File: config.mk
export PLATFORM = sky130hd
export DESIGN_NAME = acmp_ctrl
export DESIGN_NICKNAME = d
export VERILOG_FILES = /design/src/logic/acmp_pkg.sv /design/src/logic/acmp_ctrl.sv
export VERILOG_INCLUDE_DIRS = /design/src /design/src/logic
export SDC_FILE = /design/constraint.sdc
export NUM_CORES = 1
export LEC_CHECK = 0
export ABC_AREA = 1
export ABC_CLOCK_PERIOD_IN_PS = 1300
export BUFFER_PORTS_ARGS = -buffer_cell sky130_fd_sc_hd__buf_4
export CORE_MARGIN = 3
export CORE_UTILIZATION = 42
export CTS_CLUSTER_SIZE = 14
export DETAILED_ROUTE_END_ITERATION = 8
export GPL_ROUTABILITY_DRIVEN = 0
export GPL_TIMING_DRIVEN = 1
export PLACE_DENSITY_LB_ADDON = 0.3
export RECOVER_POWER = 50
export REMOVE_ABC_BUFFERS = 1
export SLEW_MARGIN = 20
export SYNTH_ARGS = -nofsm -noshare
export SYNTH_HDL_FRONTEND = slang
export SYNTH_SLANG_ARGS = --single-unit
File: constraint.sdc
create_clock -name clk -period 1.3 [get_ports clk]
set_input_delay 0.13 -clock clk [delete_from_list [all_inputs] [get_ports clk]]
set_output_delay 0.13 -clock clk [all_outputs]
set_load 0.05 [all_outputs]
File: src/logic/acmp_params.svh
/*
 Constants for the two-channel analog comparator control block.
 Assumes inclusion by bare name from the package and the design module.
*/
`ifndef ACMP_PARAMS_SVH
`define ACMP_PARAMS_SVH
`define ACMP_NUM_UNITS 2
`define ACMP_SRC_POS_A 2'h0
`define ACMP_SRC_POS_B 2'h1
`define ACMP_SRC_VREF 2'h2
`define ACMP_SRC_RSVD 2'h3
`define ACMP_EDGE_LOW 3'h0
`define ACMP_EDGE_HIGH 3'h1
`define ACMP_EDGE_FALL 3'h2
`define ACMP_EDGE_RISE 3'h3
`define ACMP_EDGE_BOTH 3'h4
`endif

File: src/logic/acmp_pkg.sv
/*
 Types for the analog comparator control block.
 Assumes acmp_params.svh is on the include path.
*/
`include "acmp_params.svh"
package acmp_pkg;
   typedef logic [1:0] acmp_src_t;
   typedef logic [2:0] acmp_sense_t;
endpackage : acmp_pkg

File: src/logic/acmp_ctrl.sv
/*
 Digital control around two analog comparators: positive-input source select,
 result synchronisation, interrupt and ADC-trigger event generation.
 Assumes the analog cores sit outside; their raw results arrive asynchronously.
*/
`timescale 1ns/1ps
`default_nettype none
`include "acmp_params.svh"

module acmp_ctrl
   import acmp_pkg::*;
#(
   parameter int NUM_UNITS = `ACMP_NUM_UNITS
) (
   input wire logic clk,
   input wire logic rst,
   input wire logic [1:0] src_sel0,
   input wire logic [1:0] src_sel1,
   input wire logic [2:0] irq_sense0,
   input wire logic [2:0] irq_sense1,
   input wire logic [2:0] trig_sense0,
   input wire logic [2:0] trig_sense1,
   input wire logic [1:0] trig_en,
   input wire logic [1:0] out_en,
   input wire logic [1:0] irq_enable,
   input wire logic [1:0] irq_clear,
   input wire logic [1:0] raw_result,
   output logic [1:0] pos_mux_sel0,
   output logic [1:0] pos_mux_sel1,
   output logic [1:0] compare_result,
   output logic [1:0] raw_irq_status,
   output logic [1:0] masked_irq_status,
   output logic irq,
   output logic [1:0] adc_trigger,
   output logic comp0_out_pin,
   output logic comp1_out_pin,
   output logic comp1_out_pin_oe
);

   if (NUM_UNITS != 2) begin : g_bad_units
      $error("acmp_ctrl serves exactly two units");
   end

   acmp_src_t src_sel [2];
   acmp_sense_t irq_sense [2];
   acmp_sense_t trig_sense [2];
   assign src_sel[0] = src_sel0;
   assign src_sel[1] = src_sel1;
   assign irq_sense[0] = irq_sense0;
   assign irq_sense[1] = irq_sense1;
   assign trig_sense[0] = trig_sense0;
   assign trig_sense[1] = trig_sense1;

   // Analog mux steering; the negative input has no mux, always the own pin
   always_ff @(posedge clk or posedge rst) begin
      if (rst) begin
         pos_mux_sel0 <= `ACMP_SRC_POS_A;
         pos_mux_sel1 <= `ACMP_SRC_POS_A;
      end else begin
         pos_mux_sel0 <= (src_sel0 == `ACMP_SRC_POS_B) ? `ACMP_SRC_POS_A : src_sel0;
         pos_mux_sel1 <= src_sel1;
      end
   end

   logic [1:0] sync1_r;
   logic [1:0] sync2_r;
   logic [1:0] prev_r;
   logic [1:0] raw_irq_r;
   logic [1:0] trig_r;
   logic [1:0] out_r;
   logic [1:0] irq_evt;
   logic [1:0] trig_evt;

   function automatic logic sense_hit(input acmp_sense_t s, input logic cur, input logic prv);
      case (s)
         `ACMP_EDGE_LOW: sense_hit = !cur;
         `ACMP_EDGE_HIGH: sense_hit = cur;
         `ACMP_EDGE_FALL: sense_hit = prv && !cur;
         `ACMP_EDGE_RISE: sense_hit = !prv && cur;
         `ACMP_EDGE_BOTH: sense_hit = prv ^ cur;
         default: sense_hit = 1'b0;
      endcase
   endfunction : sense_hit

   // Synchroniser; the analog result can change at any moment
   always_ff @(posedge clk or posedge rst) begin
      if (rst) begin
         sync1_r <= 2'h0;
         sync2_r <= 2'h0;
         prev_r <= 2'h0;
      end else begin
         sync1_r <= raw_result;
         sync2_r <= sync1_r;
         prev_r <= sync2_r;
      end
   end

   genvar g;
   generate
      for (g = 0; g < 2; g++) begin : g_unit
         // Separate senses let interrupt and trigger watch different edges
         assign irq_evt[g] = sense_hit(irq_sense[g], sync2_r[g], prev_r[g]);
         assign trig_evt[g] = trig_en[g] && sense_hit(trig_sense[g], sync2_r[g], prev_r[g]);

         // Set wins over clear so an event in the clear cycle is kept
         always_ff @(posedge clk or posedge rst) begin
            if (rst) begin
               raw_irq_r[g] <= 1'b0;
            end else if (irq_evt[g]) begin
               raw_irq_r[g] <= 1'b1;
            end else if (irq_clear[g]) begin
               raw_irq_r[g] <= 1'b0;
            end
         end

         always_ff @(posedge clk or posedge rst) begin
            if (rst) begin
               trig_r[g] <= 1'b0;
               out_r[g] <= 1'b0;
            end else begin
               trig_r[g] <= trig_evt[g];
               out_r[g] <= out_en[g] && sync2_r[g];
            end
         end
      end
   endgenerate

   assign compare_result = sync2_r;
   assign raw_irq_status = raw_irq_r;
   assign masked_irq_status = raw_irq_r & irq_enable;
   assign irq = |masked_irq_status;
   assign adc_trigger = trig_r;
   assign comp0_out_pin = out_r[0];
   assign comp1_out_pin = out_r[1];
   // Request and registered mux must both be off the pin, so a select change never overlaps a drive
   assign comp1_out_pin_oe = out_en[1] && (src_sel1 != `ACMP_SRC_POS_A)
      && (pos_mux_sel1 != `ACMP_SRC_POS_A);

   property p_sync_delay;
      // The synchroniser stages only carry the input once both have left reset
      @(posedge clk) disable iff (rst)
         (!$past(rst, 1) && !$past(rst, 2)) |-> compare_result == $past(raw_result, 2);
   endproperty
   a_sync_delay: assert property (p_sync_delay) else $error("result not two-flop delayed");

   property p_raw_set;
      @(posedge clk) disable iff (rst) irq_evt[0] |=> raw_irq_status[0];
   endproperty
   a_raw_set: assert property (p_raw_set) else $error("raw status 0 missed event");

   property p_raw_set1;
      @(posedge clk) disable iff (rst) irq_evt[1] |=> raw_irq_status[1];
   endproperty
   a_raw_set1: assert property (p_raw_set1) else $error("raw status 1 missed event");

   property p_masked;
      @(posedge clk) disable iff (rst) masked_irq_status == (raw_irq_status & irq_enable);
   endproperty
   a_masked: assert property (p_masked) else $error("masked status mismatch");

   property p_rise_trig;
      @(posedge clk) disable iff (rst)
         (trig_en[1] && trig_sense1 == `ACMP_EDGE_RISE && $rose(compare_result[1])) |=> adc_trigger[1];
   endproperty
   a_rise_trig: assert property (p_rise_trig) else $error("rising trigger missed");

   property p_trig_off;
      @(posedge clk) disable iff (rst) !trig_en[1] |=> !adc_trigger[1];
   endproperty
   a_trig_off: assert property (p_trig_off) else $error("trigger while disabled");

   property p_sel0;
      @(posedge clk) disable iff (rst) (src_sel0 == `ACMP_SRC_VREF) |=> pos_mux_sel0 == `ACMP_SRC_VREF;
   endproperty
   a_sel0: assert property (p_sel0) else $error("unit 0 reference not selected");

   property p_sel1;
      @(posedge clk) disable iff (rst) (src_sel1 == `ACMP_SRC_POS_B) |=> pos_mux_sel1 == `ACMP_SRC_POS_B;
   endproperty
   a_sel1: assert property (p_sel1) else $error("unit 1 source not followed");

   property p_shared_pin;
      @(posedge clk) disable iff (rst) (pos_mux_sel1 == `ACMP_SRC_POS_A) |-> !comp1_out_pin_oe;
   endproperty
   a_shared_pin: assert property (p_shared_pin) else $error("shared pin driven as input");

   property p_sel0_alias;
      @(posedge clk) disable iff (rst) (src_sel0 == `ACMP_SRC_POS_B) |=> pos_mux_sel0 == `ACMP_SRC_POS_A;
   endproperty
   a_sel0_alias: assert property (p_sel0_alias) else $error("unit 0 alias select not folded");

   property p_raw_clear;
      @(posedge clk) disable iff (rst) (irq_clear[0] && !irq_evt[0]) |=> !raw_irq_status[0];
   endproperty
   a_raw_clear: assert property (p_raw_clear) else $error("raw status 0 not cleared");

   property p_raw_hold;
      @(posedge clk) disable iff (rst) (raw_irq_status[1] && !irq_clear[1]) |=> raw_irq_status[1];
   endproperty
   a_raw_hold: assert property (p_raw_hold) else $error("raw status 1 lost without clear");

   property p_fall_trig;
      @(posedge clk) disable iff (rst)
         (trig_en[0] && trig_sense0 == `ACMP_EDGE_FALL && $fell(compare_result[0])) |=> adc_trigger[0];
   endproperty
   a_fall_trig: assert property (p_fall_trig) else $error("falling trigger missed");

   property p_trig_pulse;
      @(posedge clk) disable iff (rst)
         (trig_sense1 == `ACMP_EDGE_RISE && $past(trig_sense1) == `ACMP_EDGE_RISE && adc_trigger[1]) |=> !adc_trigger[1];
   endproperty
   a_trig_pulse: assert property (p_trig_pulse) else $error("edge trigger longer than one cycle");

   property p_out_pin;
      @(posedge clk) disable iff (rst) comp0_out_pin == $past(out_en[0] && compare_result[0]);
   endproperty
   a_out_pin: assert property (p_out_pin) else $error("unit 0 output pin not following result");

endmodule : acmp_ctrl
`default_nettype wire

== Yosys cells after proc, flatten, opt, wreduce, memory -nomap -nowiden ==
Cells that the tools add are included.
Word-level totals
  word-level logic and storage cells: 63
  register bits: 16
Operators by class
  bitwise logic cells: 3
  mux-type cells: 9
  equal/unequal tests: 17
  reductions and logical operators: 23
Operators by type and width (count)
  equality test 3 x 2 -> 1 bit, second input constant: 8
  one-hot mux 1 bit (5 select lines): 4
  equality test 3 x 1 -> 1 bit, second input constant: 4
  equality test 3 bit, second input constant: 4
  zero test 3 bit: 4
  logical AND 1 bit: 10
  nonzero test 2 bit: 4
  zero test 1 bit: 4
  2-to-1 mux 1 bit: 4
  AND 2 bit: 1
  equality test 2 x 1 -> 1 bit, second input constant: 1
  2-to-1 mux 2 bit: 1
  OR reduction 2 bit: 1
  XOR 1 bit: 2

== Depth between registers and ports, before layout ==
  depth in word-level cells: 4
  gate-level depth with buffers: 8

== Least setup slack after synthesis ==
OpenSTA, ideal clock, no wires.
  path type: reg2reg
  from: register sync2_r[1], in the netlist compare_result[1]
  to: register raw_irq_r[1], in the netlist raw_irq_status[1]
  setup slack: -0.168 ns
  required time: 1.175 ns
  cell stages (with the launch flop): 7
  arrival time: 1.343 ns
  setup time: 0.125 ns
  clock period less this slack: 1.468 ns
  path through: dfrtp_1 inv_1 ha_1 o211ai_1 nand2_1 nand2_1 nand3_1
On the way
  cells in the longest elaborated chain, start to end: 4
RTL lines
  start: declaration: line acmp_ctrl.sv:66  | logic [1:0] sync2_r;
  start signal: assignment: line acmp_ctrl.sv:93  | sync2_r <= sync1_r;
  zero test 1 bit: line acmp_ctrl.sv:76, acmp_ctrl.sv:78
  logical AND 1 bit: line acmp_ctrl.sv:78  | `ACMP_EDGE_FALL: sense_hit = prv && !cur;
  one-hot mux 1 bit (5 select lines) *: line acmp_ctrl.sv:75  | case (s)
  2-to-1 mux 1 bit / nonzero test 2 bit (equally long branches)
  end signal: indexed assignment: line acmp_ctrl.sv:108  | raw_irq_r[g] <= 1'b0;
  end signal: indexed assignment: line acmp_ctrl.sv:110  | raw_irq_r[g] <= 1'b1;
  end signal: indexed assignment: line acmp_ctrl.sv:112  | raw_irq_r[g] <= 1'b0;
  end: declaration: line acmp_ctrl.sv:68  | logic [1:0] raw_irq_r;
Mark *: on every way between the ends. The rest lies on a longest branch, timed or not.
A chain may end at the register's enable or synchronous reset.

== Worst setup path in the final report ==
  from: register pos_mux_sel1[1]
  to: output comp1_out_pin_oe
On the way
  cells in the longest elaborated chain, start to end: 2
RTL lines
  start: declaration: line acmp_ctrl.sv:29  | output logic [1:0] pos_mux_sel1,
  start signal: assignment: line acmp_ctrl.sv:58  | pos_mux_sel1 <= `ACMP_SRC_POS_A;
  start signal: assignment: line acmp_ctrl.sv:61  | pos_mux_sel1 <= src_sel1;
  nonzero test 2 bit (no line)
  logical AND 1 bit: line acmp_ctrl.sv:136  | assign comp1_out_pin_oe = out_en[1] && (src_sel1 != `ACMP_SRC_POS_A)
  end: declaration: line acmp_ctrl.sv:37  | output logic comp1_out_pin_oe
Every way passes these cells.

==> reports/metrics.yaml <==
status: "completed"
ir_drop_mv: 0.875
hold_viol: 0
average_size_of_a_mapped_cell_um2: 8.07
final_min_period_over_clock_period: 0.961
crit_family: "flip-flops"
sort_of_element_at_the_start_of_the_critical_path: "flop"
placed_instance_area_um2: 1150
hpwl_um: 1430
ant_nets: 0
finalHoldWorstSlack_ps: 29.5
detailedRoute.firstIterationViolations: 5
detail_route.vias_per_cell: 4.40
timing_worst_slew_pin_value_ps: 591
synth_flop_cell: "sky130_fd_sc_hd__dfrtp_1"
holdPathStages: 3
ctsHtreeMaxLevel: 1
routedWlPerCell_um: 9.94
die_w_um: 49.4
num_io_pins: 44
fmax_mhz: 801
clock_tree.root_cell: "sky130_fd_sc_hd__clkbuf_4"
critPathCaptureType: "output port"
seq_area_frac_synth: 0.506
power_report.internal_total_w: 0.000854
clock_transition_at_path_regs_ps: 90
core.rowCount: 15
via_count_of_the_first_global_routing_pass: 785
grt.total_usage: 0.164
syn-instance-count: 98
post_synth_main_area_contributors: "sky130_fd_sc_hd__dfrtp_1 51%, sky130_fd_sc_hd__nand2_1 14%, sky130_fd_sc_hd__inv_1 13%"
ys_seq_elements: 16
drt_pass1_iterations: 4
seq_power_share: 0.432
unrepaired_setup_endpoints_after_global_routing: "no"
postLayoutCellArea_um2: 1250
worst_r2r_endpoint: "adc_trigger[1]"
post_route_cells_drive_above_1_share: 0.362
clock_sinks: 16
final.setup_skew_ps: 3.12
area_growth_pct: 58.7
async_flop_share: 1.00
pwr-share-comb: 0.309
yosys.area.top_type_share: 0.506
tritoncts: "done"
grt_max_degree: 17
nets: 185
crit_type: "reg -> out"
insertedDiodeCount: 0
cp_cell_sequence: "o221a_2, buf_4"
detail_route.drc_violations: 0
grt_antenna_before_repair: 0
cp_data_required_time_ps: 1170
cp_slowest_cell: "sky130_fd_sc_hd__dfrtp_1"
critical_path.max_fanout: 2
min-delay-start: "out_en[0]"
leftover_overflow_at_the_end_of_global_routing: 0
clockBufferDepth: 2
reg2reg_slack_ps: 120
synth.lib_cells_used.distinct: 14
maxSlewViolCount: 0
layout_min_cycle_time_ps: 1250
max_cap_violations: 0
ys_top_cells_by_count: "30 x sky130_fd_sc_hd__nand2_1, 28 x sky130_fd_sc_hd__inv_1, 16 x sky130_fd_sc_hd__dfrtp_1"
timing.hold.worst.class: "in -> reg"
die_area_um2: 2440
relSlewSlack: 0.606
chipHeight_um: 49.4
setup-violations-final: 0
drt-total-wl_um: 1760
swShare: 0.328
floorplan.initialDensity: 0.453
synth.most_common_cell: "sky130_fd_sc_hd__nand2_1"
worst_path_largest_cell_delay_ps: 390
netSwitchingPower_w: 0.000417
placement.io_buffers: 43
synth.cell_area_um2: 791
critPathArrivalTime_ps: 1120
cp.depth: 2
final_core_util: 0.719
synthesis.yosys.warnings: 0
buffers_plus_inverters_on_the_worst_setup_path: 1
number_of_flops_mapped_to_enable_cells_by_yosys: 0
clock_insertion_delay_worst_skew_ps: 290
regToRegStartpoint: "compare_result[1]"
vias: 778
cts_made_buffers: 3
clock_power_share: 0.260
grt_first_pass_wirelength_um: 3080
cellLeakagePower_nw: 0.756
synth_top_area_cell: "sky130_fd_sc_hd__dfrtp_1"
nFillCells: 161
reg2reg_depth: 5
hold_path_end: "comp0_out_pin"
core_region_area_um2: 1750
power-per-cell-area_nw_per_um2: 1010
## what timing repair did
action,4_1_cts,5_1_grt
hold buffers,6,0
endpoints found under the hold margin,21,0
resized for setup,0,4
endpoints found under the setup margin,0,4
setup buffers,0,1
## how the worst max path moves through the flow
stage / startpoint / slack [ps] / endpoint
floorplan: compare_result[1] / -170 / raw_irq_status[1]
global placement: compare_result[0] / 140 / adc_trigger[0]
detailed placement: compare_result[1] / 110 / raw_irq_status[1]
CTS: pos_mux_sel1[1] / 50 / comp1_out_pin_oe
global route: pos_mux_sel1[1] / 4 / comp1_out_pin_oe
finish: pos_mux_sel1[1] / 50 / comp1_out_pin_oe
## registers in the layout (all words and copies together), names as in the netlist
name and flops:
pos_mux_sel1 2, raw_irq_status 2, pos_mux_sel0 2, sync1_r 2, comp0_out_pin 1, adc_trigger 2, prev_r 2, comp1_out_pin 1
compare_result 2
## cell families after synthesis
group                    after synthesis  synth area share
adder cells (fa/ha/maj)                4            0.0633
AO/OA/AOI/OAI                          5            0.0538
flip-flops                            16             0.506
AND/OR/NAND/NOR                       41             0.212
buffers and inverters                 30             0.142
XOR/XNOR                               2            0.0222
## worst register-to-register path: cells and delay by family (launching register included)
family / cells / cell delay (ps)
simple gates: 1 / 80
flops: 1 / 450
fa+ha+maj: 1 / 270
compound gates: 1 / 150
buf+inv: 2 / 170
## routing by layer
metal  global-route usage  wire length, um
met5                    0                0
met4               0.0691               20
met3               0.0550              138
met2                0.297              939
met1                0.170              661
## power by group through the flow
| stage | Clock [W] | Sequential, W | Combinational, W |
|---|---|---|---|
| after detailed placement | 0 | 0.000558 | 0.000381 |
| after global placement | 0 | 0.000557 | 0.000371 |
| after CTS | 0.000338 | 0.000549 | 0.000395 |
| final | 0.000330 | 0.000549 | 0.000393 |
| after floorplan | 0 | 0.000647 | 0.000134 |
| after global routing | 0.000361 | 0.000554 | 0.000426 |
## per-stage QoR
stage / instances / setup WS (ps) / TNS (ps) / total power (W)
after floorplan: 97 / -168 / -548 / 0.000781
after global placement: 166 / 138 / 0 / 0.000928
final: 177 / 51.2 / 0 / 0.00127
after detailed placement: 166 / 105 / 0 / 0.000939
after global routing: 177 / 4.02 / 0 / 0.00134
after CTS: 176 / 48.3 / 0 / 0.00128
## placed cells by master, fill, tap and decap left out
cell                             n
sky130_fd_sc_hd__ha_2            2
sky130_fd_sc_hd__nand3_1         7
sky130_fd_sc_hd__inv_2           2
sky130_fd_sc_hd__nand2_1        30
sky130_fd_sc_hd__dlygate4sd3_1   6
sky130_fd_sc_hd__clkbuf_8        1
sky130_fd_sc_hd__clkbuf_4        8
sky130_fd_sc_hd__nand4_1         2
sky130_fd_sc_hd__inv_1          27
sky130_fd_sc_hd__xnor2_1         2
sky130_fd_sc_hd__dfrtp_1        15
sky130_fd_sc_hd__ha_1            2
sky130_fd_sc_hd__a21oi_1         1
sky130_fd_sc_hd__o211ai_1        2
sky130_fd_sc_hd__a21boi_2        1
sky130_fd_sc_hd__o221a_2         1
sky130_fd_sc_hd__nor2_1          2
sky130_fd_sc_hd__buf_4          39
sky130_fd_sc_hd__dfrtp_2         1
sky130_fd_sc_hd__clkbuf_1        1
## cell type report
class / count / area [um^2] / area share
flip-flops and latches: 16 / 402 / 0.320
repair buffers: 51 / 394 / 0.314
well taps: 25 / 31.3 / 0.0249
multi-input cells: 52 / 283 / 0.225
clock buffers: 4 / 36.3 / 0.0289
inverters: 29 / 109 / 0.0867
No activity file was read; power rests on OpenSTA's default activity.
